[src/logic/ofb_pkg.sv]
// Package: register map, field layout and types of the option-field allocator
package ofb_pkg;

    localparam int OFB_ADDR_W = 8;
    localparam int OFB_WORD_W = 16;
    localparam int OFB_NUM_WORDS = 4;

    localparam logic [7:0] OFB_OFS_ALLOC2 = 8'h00;
    localparam logic [7:0] OFB_OFS_ALLOC3 = 8'h04;
    localparam logic [7:0] OFB_OFS_ALLOC4 = 8'h08;
    localparam logic [7:0] OFB_OFS_ALLOC5 = 8'h0C;
    localparam logic [7:0] OFB_OFS_STATUS = 8'h10;
    localparam logic [7:0] OFB_OFS_COUNT = 8'h14;
    localparam logic [7:0] OFB_OFS_RESTART = 8'h18;
    localparam logic [7:0] OFB_OFS_ACTIVE0 = 8'h20;

    localparam logic [15:0] OFB_RST_ALLOC2 = 16'h1D1C;
    localparam logic [15:0] OFB_RST_ALLOC3 = 16'h1F1E;
    localparam logic [15:0] OFB_RST_ALLOC4 = 16'h0000;
    localparam logic [15:0] OFB_RST_ALLOC5 = 16'h0000;

    localparam int OFB_POS_LO = 0;
    localparam int OFB_EN_LO = 4;
    localparam int OFB_POS_HI = 8;
    localparam int OFB_EN_HI = 12;
    localparam logic [3:0] OFB_EN_CODE = 4'h1;

    localparam int OFB_BANK_W = 4;
    localparam logic [3:0] OFB_BANK_MAX = 4'hC;
    localparam int OFB_OUT_W = 3;
    localparam logic [3:0] OFB_OUT_MAX = 4'hD;
    localparam logic [3:0] OFB_BIT_MAX = 4'hF;

    localparam logic [1:0] OFB_RESP_OKAY = 2'h0;
    localparam logic [1:0] OFB_RESP_SLVERR = 2'h2;

    typedef struct packed {
        logic [3:0] pos;
        logic en;
    } ofb_map_type;

    typedef struct packed {
        logic speed_loop_prop_switch;
        logic forward_torque_limit_sel;
        logic reverse_torque_limit_sel;
        logic [3:0] bank_selector;
        logic bank_valid;
        logic latch_disable;
        logic [2:0] out_signal;
        logic out_valid;
    } ofb_decoded_type;

    typedef enum {OFB_WR_COLLECT, OFB_WR_RESP} ofb_wr_state_type;
    typedef enum {OFB_RD_IDLE, OFB_RD_DATA} ofb_rd_state_type;

endpackage

[src/logic/ofb_top.sv]
// Option-field bit allocator with AXI4-Lite register access
`timescale 1ns/1ns

module ofb_top
    import ofb_pkg::*;
#(
    parameter int FIELD_W = 16
) (
    input wire logic clk,
    input wire logic rstn,
    input wire logic [OFB_ADDR_W-1:0] s_axi_awaddr,
    input wire logic [2:0] s_axi_awprot,
    input wire logic s_axi_awvalid,
    output logic s_axi_awready,
    input wire logic [31:0] s_axi_wdata,
    input wire logic [3:0] s_axi_wstrb,
    input wire logic s_axi_wvalid,
    output logic s_axi_wready,
    output logic [1:0] s_axi_bresp,
    output logic s_axi_bvalid,
    input wire logic s_axi_bready,
    input wire logic [OFB_ADDR_W-1:0] s_axi_araddr,
    input wire logic [2:0] s_axi_arprot,
    input wire logic s_axi_arvalid,
    output logic s_axi_arready,
    output logic [31:0] s_axi_rdata,
    output logic [1:0] s_axi_rresp,
    output logic s_axi_rvalid,
    input wire logic s_axi_rready,
    input wire logic [FIELD_W-1:0] option_field,
    input wire logic option_valid,
    output ofb_decoded_type decoded,
    output logic decoded_valid
);

    // Register index of an address, or OFB_NUM_WORDS when not a stored word
    function automatic int alloc_index(input logic [OFB_ADDR_W-1:0] a);
        int idx;
        idx = OFB_NUM_WORDS;
        case (a)
            OFB_OFS_ALLOC2: idx = 0;
            OFB_OFS_ALLOC3: idx = 1;
            OFB_OFS_ALLOC4: idx = 2;
            OFB_OFS_ALLOC5: idx = 3;
            default: idx = OFB_NUM_WORDS;
        endcase
        return idx;
    endfunction

    // Map of one function from a word: position and enable digits
    function automatic ofb_map_type to_map(
        input logic [15:0] word,
        input int pos_sh,
        input int en_sh
    );
        ofb_map_type m;
        m.pos = word[pos_sh +: 4];
        m.en = (word[en_sh +: 4] == OFB_EN_CODE);
        return m;
    endfunction

    // Byte-lane merge of a 16-bit word
    function automatic logic [15:0] merge(
        input logic [15:0] old,
        input logic [31:0] data,
        input logic [3:0] strb
    );
        return {strb[1] ? data[15:8] : old[15:8],
            strb[0] ? data[7:0] : old[7:0]};
    endfunction

    localparam logic [15:0] RST_WORDS [OFB_NUM_WORDS] = '{
        OFB_RST_ALLOC2, OFB_RST_ALLOC3, OFB_RST_ALLOC4, OFB_RST_ALLOC5
    };

    // Stored (pending) and active allocation words
    logic [15:0] stored_r [OFB_NUM_WORDS];
    logic [15:0] active_r [OFB_NUM_WORDS];
    logic load_pending_r;
    logic restart_r;
    // Write channel state
    ofb_wr_state_type wr_state_r;
    logic aw_held_r;
    logic w_held_r;
    logic [OFB_ADDR_W-1:0] aw_addr_r;
    logic [31:0] w_data_r;
    logic [3:0] w_strb_r;
    logic awready_r;
    logic wready_r;
    logic bvalid_r;
    logic [1:0] bresp_r;
    // Read channel state
    ofb_rd_state_type rd_state_r;
    logic arready_r;
    logic rvalid_r;
    logic [31:0] rdata_r;
    logic [1:0] rresp_r;
    // Decoded outputs
    ofb_decoded_type decoded_r;
    logic decoded_valid_r;
    logic [15:0] cmd_count_r;
    // Write path
    wire aw_take = s_axi_awvalid & awready_r;
    wire w_take = s_axi_wvalid & wready_r;
    wire aw_held_nxt = aw_held_r | aw_take;
    wire w_held_nxt = w_held_r | w_take;
    wire do_write = (wr_state_r == OFB_WR_COLLECT) & aw_held_r & w_held_r;
    wire b_done = bvalid_r & s_axi_bready;
    wire [2:0] wr_idx = 3'(alloc_index(aw_addr_r));
    wire wr_is_alloc = (wr_idx < 3'(OFB_NUM_WORDS));
    wire wr_is_restart = (aw_addr_r == OFB_OFS_RESTART);
    wire wr_ok = wr_is_alloc | wr_is_restart;
    wire restart_req = do_write & wr_is_restart & w_strb_r[0] & w_data_r[0];
    // Read path
    wire ar_take = s_axi_arvalid & arready_r;
    wire r_done = rvalid_r & s_axi_rready;
    wire [2:0] rd_idx = 3'(alloc_index(s_axi_araddr));
    wire rd_is_alloc = (rd_idx < 3'(OFB_NUM_WORDS));
    wire [OFB_ADDR_W-1:0] act_ofs = s_axi_araddr - OFB_OFS_ACTIVE0;
    wire rd_is_active = (s_axi_araddr >= OFB_OFS_ACTIVE0) &
        (act_ofs[1:0] == 2'h0) & (act_ofs[OFB_ADDR_W-1:2] < OFB_NUM_WORDS);
    wire [1:0] act_idx = act_ofs[3:2];
    wire rd_is_status = (s_axi_araddr == OFB_OFS_STATUS);
    wire rd_is_count = (s_axi_araddr == OFB_OFS_COUNT);
    wire rd_is_restart = (s_axi_araddr == OFB_OFS_RESTART);
    wire rd_ok = rd_is_alloc | rd_is_active | rd_is_status | rd_is_count |
        rd_is_restart;
    wire [31:0] status_word = {{(32 - $bits(ofb_decoded_type)){1'b0}},
        decoded_r};
    wire [31:0] rd_data_nxt =
        rd_is_alloc ? {16'h0000, stored_r[rd_idx[1:0]]} :
        rd_is_active ? {16'h0000, active_r[act_idx]} :
        rd_is_status ? status_word :
        rd_is_count ? {16'h0000, cmd_count_r} :
        32'h0000_0000;
    // Function maps from the active words
    wire ofb_map_type map_speed =
        to_map(active_r[0], OFB_POS_LO, OFB_EN_LO);
    wire ofb_map_type map_fwd =
        to_map(active_r[1], OFB_POS_LO, OFB_EN_LO);
    wire ofb_map_type map_rev =
        to_map(active_r[1], OFB_POS_HI, OFB_EN_HI);
    wire ofb_map_type map_bank =
        to_map(active_r[2], OFB_POS_LO, OFB_EN_LO);
    wire ofb_map_type map_latch =
        to_map(active_r[2], OFB_POS_HI, OFB_EN_HI);
    wire ofb_map_type map_out =
        to_map(active_r[3], OFB_POS_HI, OFB_EN_HI);

    wire ofb_decoded_type dec_nxt;
    wire speed_bit;
    wire fwd_bit;
    wire rev_bit;
    wire latch_bit;
    wire [OFB_BANK_W-1:0] bank_grp;
    wire bank_act;
    wire [OFB_OUT_W-1:0] out_grp;
    wire out_act;

    ofb_bit_pick #(.FIELD_W(FIELD_W)) u_speed (
        .field(option_field),
        .map(map_speed),
        .bit_out(speed_bit)
    );
    ofb_bit_pick #(.FIELD_W(FIELD_W)) u_fwd (
        .field(option_field),
        .map(map_fwd),
        .bit_out(fwd_bit)
    );
    ofb_bit_pick #(.FIELD_W(FIELD_W)) u_rev (
        .field(option_field),
        .map(map_rev),
        .bit_out(rev_bit)
    );
    ofb_bit_pick #(.FIELD_W(FIELD_W)) u_latch (
        .field(option_field),
        .map(map_latch),
        .bit_out(latch_bit)
    );
    ofb_group_pick #(
        .FIELD_W(FIELD_W),
        .GROUP_W(OFB_BANK_W),
        .MAX_START(OFB_BANK_MAX)
    ) u_bank (
        .field(option_field),
        .map(map_bank),
        .group(bank_grp),
        .active(bank_act)
    );
    ofb_group_pick #(
        .FIELD_W(FIELD_W),
        .GROUP_W(OFB_OUT_W),
        .MAX_START(OFB_OUT_MAX)
    ) u_out (
        .field(option_field),
        .map(map_out),
        .group(out_grp),
        .active(out_act)
    );

    assign dec_nxt.speed_loop_prop_switch = speed_bit;
    assign dec_nxt.forward_torque_limit_sel = fwd_bit;
    assign dec_nxt.reverse_torque_limit_sel = rev_bit;
    assign dec_nxt.bank_selector = bank_grp;
    assign dec_nxt.bank_valid = bank_act;
    assign dec_nxt.latch_disable = latch_bit;
    assign dec_nxt.out_signal = out_grp;
    assign dec_nxt.out_valid = out_act;

    // Stored words: software writes land here only
    generate
        for (genvar i = 0; i < OFB_NUM_WORDS; i++) begin : g_word
            always_ff @(posedge clk) begin
                if (!rstn) begin
                    stored_r[i] <= RST_WORDS[i];
                end else if (do_write && wr_is_alloc &&
                             wr_idx == 3'(i)) begin
                    stored_r[i] <= merge(stored_r[i], w_data_r, w_strb_r);
                end
            end

            // Active words change only at reset or a restart
            always_ff @(posedge clk) begin
                if (!rstn) begin
                    active_r[i] <= RST_WORDS[i];
                end else if (load_pending_r || restart_r) begin
                    active_r[i] <= stored_r[i];
                end
            end
        end
    endgenerate

    // One load after reset release, one per restart request
    always_ff @(posedge clk) begin
        if (!rstn) begin
            load_pending_r <= 1'b1;
            restart_r <= 1'b0;
        end else begin
            load_pending_r <= 1'b0;
            restart_r <= restart_req;
        end
    end

    // Write channel
    always_ff @(posedge clk) begin
        if (!rstn) begin
            wr_state_r <= OFB_WR_COLLECT;
            aw_held_r <= 1'b0;
            w_held_r <= 1'b0;
            aw_addr_r <= '0;
            w_data_r <= 32'h0000_0000;
            w_strb_r <= 4'h0;
            awready_r <= 1'b0;
            wready_r <= 1'b0;
            bvalid_r <= 1'b0;
            bresp_r <= OFB_RESP_OKAY;
        end else begin
            case (wr_state_r)
                OFB_WR_COLLECT: begin
                    if (aw_take) begin
                        aw_addr_r <= s_axi_awaddr;
                    end
                    if (w_take) begin
                        w_data_r <= s_axi_wdata;
                        w_strb_r <= s_axi_wstrb;
                    end
                    if (do_write) begin
                        wr_state_r <= OFB_WR_RESP;
                        aw_held_r <= 1'b0;
                        w_held_r <= 1'b0;
                        awready_r <= 1'b0;
                        wready_r <= 1'b0;
                        bvalid_r <= 1'b1;
                        bresp_r <= wr_ok ? OFB_RESP_OKAY : OFB_RESP_SLVERR;
                    end else begin
                        aw_held_r <= aw_held_nxt;
                        w_held_r <= w_held_nxt;
                        awready_r <= ~aw_held_nxt;
                        wready_r <= ~w_held_nxt;
                    end
                end
                OFB_WR_RESP: begin
                    if (b_done) begin
                        wr_state_r <= OFB_WR_COLLECT;
                        bvalid_r <= 1'b0;
                        awready_r <= 1'b1;
                        wready_r <= 1'b1;
                    end
                end
                default: begin
                    wr_state_r <= OFB_WR_COLLECT;
                end
            endcase
        end
    end

    // Read channel
    always_ff @(posedge clk) begin
        if (!rstn) begin
            rd_state_r <= OFB_RD_IDLE;
            arready_r <= 1'b0;
            rvalid_r <= 1'b0;
            rdata_r <= 32'h0000_0000;
            rresp_r <= OFB_RESP_OKAY;
        end else begin
            case (rd_state_r)
                OFB_RD_IDLE: begin
                    arready_r <= ~ar_take;
                    if (ar_take) begin
                        rd_state_r <= OFB_RD_DATA;
                        rvalid_r <= 1'b1;
                        rdata_r <= rd_data_nxt;
                        rresp_r <= rd_ok ? OFB_RESP_OKAY : OFB_RESP_SLVERR;
                    end
                end
                OFB_RD_DATA: begin
                    if (r_done) begin
                        rd_state_r <= OFB_RD_IDLE;
                        rvalid_r <= 1'b0;
                        arready_r <= 1'b1;
                    end
                end
                default: begin
                    rd_state_r <= OFB_RD_IDLE;
                end
            endcase
        end
    end

    // Decoded command fields, held until the next command
    always_ff @(posedge clk) begin
        if (!rstn) begin
            decoded_r <= '0;
            decoded_valid_r <= 1'b0;
            cmd_count_r <= 16'h0000;
        end else begin
            decoded_valid_r <= option_valid;
            if (option_valid) begin
                decoded_r <= dec_nxt;
                cmd_count_r <= cmd_count_r + 16'h0001;
            end
        end
    end

    assign s_axi_awready = awready_r;
    assign s_axi_wready = wready_r;
    assign s_axi_bvalid = bvalid_r;
    assign s_axi_bresp = bresp_r;
    assign s_axi_arready = arready_r;
    assign s_axi_rvalid = rvalid_r;
    assign s_axi_rdata = rdata_r;
    assign s_axi_rresp = rresp_r;
    assign decoded = decoded_r;
    assign decoded_valid = decoded_valid_r;

endmodule

[src/logic/ofb_bit_pick.sv]
// Single option bit picked by a position digit, gated by its enable
`timescale 1ns/1ns
module ofb_bit_pick
    import ofb_pkg::*;
#(
    parameter int FIELD_W = 16
) (
    input wire logic [FIELD_W-1:0] field,
    input wire ofb_map_type map,
    output logic bit_out
);
    // Disabled allocation forces the function inactive
    assign bit_out = map.en & field[map.pos];
endmodule

[src/logic/ofb_group_pick.sv]
// Contiguous option-bit group starting at a position digit
`timescale 1ns/1ns
module ofb_group_pick
    import ofb_pkg::*;
#(
    parameter int FIELD_W = 16,
    parameter int GROUP_W = 4,
    parameter logic [3:0] MAX_START = 4'hC
) (
    input wire logic [FIELD_W-1:0] field,
    input wire ofb_map_type map,
    output logic [GROUP_W-1:0] group,
    output logic active
);
    logic [FIELD_W-1:0] shifted;

    // Starts beyond the top setting are treated as unallocated
    assign active = map.en & (map.pos <= MAX_START);
    assign shifted = field >> map.pos;
    assign group = active ? shifted[GROUP_W-1:0] : '0;
endmodule

[config.mk]
export PLATFORM = sky130hd
export DESIGN_NAME = ofb_top
export DESIGN_NICKNAME = d
export VERILOG_FILES = /design/src/logic/ofb_pkg.sv /design/src/logic/ofb_top.sv /design/src/logic/ofb_bit_pick.sv /design/src/logic/ofb_group_pick.sv
export SDC_FILE = /design/constraint.sdc
export NUM_CORES = 1
export LEC_CHECK = 0
export BUFFER_PORTS_ARGS = -buffer_cell sky130_fd_sc_hd__buf_4
export CAP_MARGIN = 20
export CORE_MARGIN = 1
export CORE_UTILIZATION = 40
export CTS_CLUSTER_SIZE = 30
export DETAILED_ROUTE_END_ITERATION = 6
export PLACE_DENSITY_LB_ADDON = 0.12
export SLEW_MARGIN = 15
export SYNTH_ARGS = -nofsm -noshare
export SYNTH_HDL_FRONTEND = slang
export SYNTH_SLANG_ARGS = --single-unit
export TNS_END_PERCENT = 20
[constraint.sdc]
create_clock -name clk -period 3.7 [get_ports clk]
set_clock_uncertainty 0.1 [all_clocks]
set_input_delay 0.74 -clock clk [delete_from_list [all_inputs] [get_ports clk]]
set_output_delay 0.74 -clock clk [all_outputs]
set_load 0.005 [all_outputs]
After elaboration in Yosys (flattened, before gate mapping)
Memory sizes are Yosys's and may differ from the RTL's.
Index checks and enable logic that the tools add are counted.

cells by class
  multiplexer cells = 71
  reductions and logical operators = 25
  add/subtract/negate cells = 2
  bitwise gates (word level) = 36
  shift operators = 2
  order comparisons = 10
  equality and inequality tests = 25

operators with widths
  kind                     count
  $mux W16                 12
  $mux W32                 4
  $pmux W32 S2             2
  $logic_not A32 Y1        3
  $eq A32 B1 Y1 const B    2
  $mux W8                  8
  $eq A8 B4 Y1 const B     4
  $eq A8 B5 Y1 const B     4
  $mux W1                  30
  $eq A4 B1 Y1 const B     6
  $pmux W3 S4              2
  $lt A4 B5 Y1 const B     4
  $and A1 B1 Y1            18
  $add A16 B1 Y16 const B  1
  $bmux W1 S4              4
  $eq A8 B3 Y1 const B     2
  $logic_not A8 Y1         2
  $reduce_and A2 Y1        8
  $shr A16 B4 Y3           1
  $shr A16 B4 Y4           1
  $or A1 B1 Y1             15
  $pmux W1 S2              5
  $ge A8 B6 Y1 const B     1
  $le A4 B4 Y1 const B     2
  16 further kinds         30

storage, ports and cells
  input port bits = 82
  output and inout bits = 55
  memory bits (writable) = 128
  memories = 2
  register bits = 165
  logic and storage cells = 200

memories
  memory    words  bits a word  read ports  clocked after memory_dff  wr ports  RTL line       text
  active_r  4      16           5           0                         4         ofb_top.sv:78  logic [15:0] active_r [OFB_NUM_WORDS];
  stored_r  4      16           5           0                         4         ofb_top.sv:77  logic [15:0] stored_r [OFB_NUM_WORDS];

Logic depth before layout (Yosys ltp)
  word-level depth = 9
  mapped depth = 8
  depth with buffers taken out = 6

Cells and area by module
From an unflattened synthesis, not the netlist that was laid out.

second synthesis, totals
  cell total of the unflattened synthesis = 935
  area total of the unflattened synthesis = 10,960.5 sq um

by module, submodules not included
  module                   instances  sequential area each (sq um)  cells an instance  area an instance (sq um)
  ofb_top                  1          5,505.3                       786                9,410.3
  ofb_bit_pick             4          0.0                           17                 156.4
  ofb_group_pick (u_bank)  1          0.0                           43                 533.0
  ofb_group_pick (u_out)   1          0.0                           38                 391.6

Worst setup path after synthesis
OpenSTA, ideal clock, no wires.

  kind = input port to flip-flop
  start = input port rstn
  end = memory active_r[0][0], enable pin
  setup time = 691 ps
  path slack = 582 ps
  cell stages on the path = 3
  arrival time = 2,327 ps
  buffers on the path = 2
  data required time = 2,909 ps
  cell sequence = clkbuf_1 -> clkbuf_1 -> nand2_1

RTL lines
  element             RTL line       text
  start: declaration  ofb_top.sv:10  input wire logic rstn,
  end: declaration    ofb_top.sv:78

==> impl_metrics.toml <==
[global_routing]
grt-ovfl-total = 0
grt_util_met2 = 0.317
grt_max_degree = 49
grtUsageTotal = 0.201
grt_first_pass_wirelength_microns = 43000
use_met3 = 0.0305
antenna_found_initial = 0
met1_usage = 0.281
busiest_layer = "met2"
grt_pass1_vias = 7230

[critical_path]
critPathArrivalTime_ps = 2740
critPathMostFrequentCell = "or4_4"
cp_num_cells = 5
end_kind = "flip-flop"
slowest_delay_ps = 600
timing.rr.end = "stored_r[0][8]"
path_max_fanout = 13
worstSetupPathType = "reg -> reg"
r2r_cells = 5
timing.rr.start = "aw_addr_r[7]"
worstPathRequired_ps = 3770
cp_slowest_cell = "or4_4"
startpoint = "aw_addr_r[7]"
cp-start-kind = "flip-flop"
cp_cell_sequence = "or4_4, or4_4, nor3_4, buf_4, a21o_1"
critical_path.top_delay_family = "simple AND/OR/NAND/NOR gates"
crit_buf_inv = 1
r2r_slack_ps = 1030

[floorplanning]
die_width_microns = 166
dieArea_sq_um = 27500
core_area_sq_um = 26200
die_y_microns = 166
start_util = 0.410
rows = 59
io-pin-count = 137

[yosys]
synth_top_area_cell = "edfxtp_1"
synth_top_area_frac = 0.358
syn_avg_cell_area_sq_um = 11.9
synth-seq-cells = 211
ys_warn_count = 0
dominantRegCellSynth = "edfxtp_1"
yosysUniqueCellTypes = 54
synthTopCellsByArea = "edfxtp_1 36%, dfxtp_1 15%, mux4_2 13%"
async_flop_share = 0
synthCells = 905
ys_seq_area_frac = 0.513
synth_area_sq_um = 10700
synth_edf_count = 128

[clock_network]
cts_resized = 0
cts-root-buf = "clkbuf_16"
clockBufferDepth = 3
cts_hold_buf = 0
cts_setup_buffers = 0
clock_latency_ps = 520
clk_pin_slew_ps = 50
cts.sinks = 211
cts_buffers = 24
cts_tree = "done"
htree_levels = 1

[drt]
wl_per_cell_microns = 21.0
wl_microns = 27800
via_per_inst = 5.56
postRouteAntennaNets = 0
drtPass1Iterations = 7
drtIter0Drc = 571
vias = 7354
drc = 11

[cells_and_area]
finish.instance_area_sq_um = 12400
area_growth_pct = 15.9
num-fill-cells = 2436
multi_input_area_sq_um = 4860
final_cell_mix = "128 x edfxtp_1, 108 x buf_4, 99 x and2_1, 83 x dfxtp_1, 78 x nand2_1"
ff_latch_area_sq_um = 5510
drive_gt1_frac = 0.228
nets = 1057
diodes = 0
final_common_cell = "edfxtp_1"

[placement]
routabilityCongestion = 0.823
place_hpwl_microns = 20000
place_area_sq_um = 11600
port_buffers = 94
post-place-ws_ps = 934

[timing]
maxSlewViolCount = 0
final.setup.tns_ps = 0
relSlewSlack = 0.275
period_minus_slack_ps = 2670
tightest_slew_ps = 1090
finalHoldViolations = 0
setup_viol = 0
rsz0062_at_grt = "false"
fmax_mhz = 374
setup_slack_ps = 1030
post-route-period-util = 0.722

[power_and_ir_drop]
power.density_nw_per_um2 = 452
peakVddDrop_v = 0.000320
p_leak_nw = 4.51

[status]
violations = "design-rule violations"
status = "complete, but fails checks"

[flow_run]
max_cap_viol_count = 0

[worst_hold_path]
hold_class = "reg -> reg"
worstHoldPathCells = 2
hold_start = "aw_addr_r[0]"
min_to = "aw_addr_r[0]"
kinds of logic (layout without fill, tap and decap cells):
group                      after synthesis  after routing  share of synthesized area
AOI/OAI and AO/OA                      175            175                      0.104
xor gates and xnor gates                11             11                    0.00898
and+or+nand+nor                        322            322                      0.171
muxes                                   90             90                      0.159
DFF                                    211            211                      0.513
buffers and inverters                   93            159                     0.0409
adders and majority gates                2              2                    0.00233
other                                    1             18                   0.000349
registers in the layout (all words and copies together) (netlist names), 2 cells and up:
signal and cells:
active_r 64, w_data_r 16, aw_addr_r 8, stored_r 64, s_axi_rdata 16, cmd_count_r 16
w_strb_r 2, decoded 13
metrics by stage:
| step | power, mW | hold slack [ps] | cells | utilization |
|---|---|---|---|---|
| global route | 5.81 | 366 | 1323 | 0.475 |
| CTS | 5.67 | 358 | 1323 | 0.475 |
| detailed placement | 3.26 | 354 | 1282 | 0.444 |
| floorplan | 3.05 | 336 | 922 | - |
| finish | 5.62 | 360 | 1323 | 0.475 |
| global placement | 3.26 | 344 | 1281 | 0.444 |
cells in the mapped netlist, drive strengths merged, types with 12 or more instances:
cell,number
nand3,13
nand2b,12
o22ai,15
o21a,13
a221oi,14
nor2,29
mux2i,22
nand2,79
o21ai,25
buf,32
dfxtp,83
edfxtp,128
clkbuf,52
or3,19
and2,99
mux4,64
o211ai,14
a21oi,58
power by group:
group	switching, mW	internal, mW	total (mW)
Clock	0.952	1.45	2.41
Sequential	0.102	2.58	2.68
Combinational	0.268	0.259	0.528
layout make-up:
| cell class | count | share of cell area |
|---|---|---|
| flip-flops and latches | 211 | 0.443 |
| multi-input cells | 618 | 0.391 |
| repair buffers | 109 | 0.0661 |
| clock buffers | 28 | 0.0520 |
| well taps | 335 | 0.0337 |
| clock inverters | 13 | 0.0119 |
| inverters | 9 | 0.00272 |
metal layers:
| metal | vias to the layer above | wire, microns |
|---|---|---|
| met5 | - | 0 |
| met4 | 0 | 897 |
| met3 | 49 | 1180 |
| met2 | 201 | 12700 |
| met1 | 3595 | 13000 |
| li1 | 3509 | - |
worst max path at each step:
stage                 endpoint
6_report        stored_r[0][8]
5_1_grt        stored_r[0][10]
4_1_cts         stored_r[0][8]
3_5_place_dp    stored_r[0][9]
3_3_place_gp    stored_r[0][9]
2_1_floorplan   active_r[0][0]
worst min-delay path: cells and delay by family, from the launching register on:
kind	cells	cell delay, ps
compound gates	1	50
flops	1	310
simple gates	1	50
Note: power is estimated with default switching activity, not from simulation.
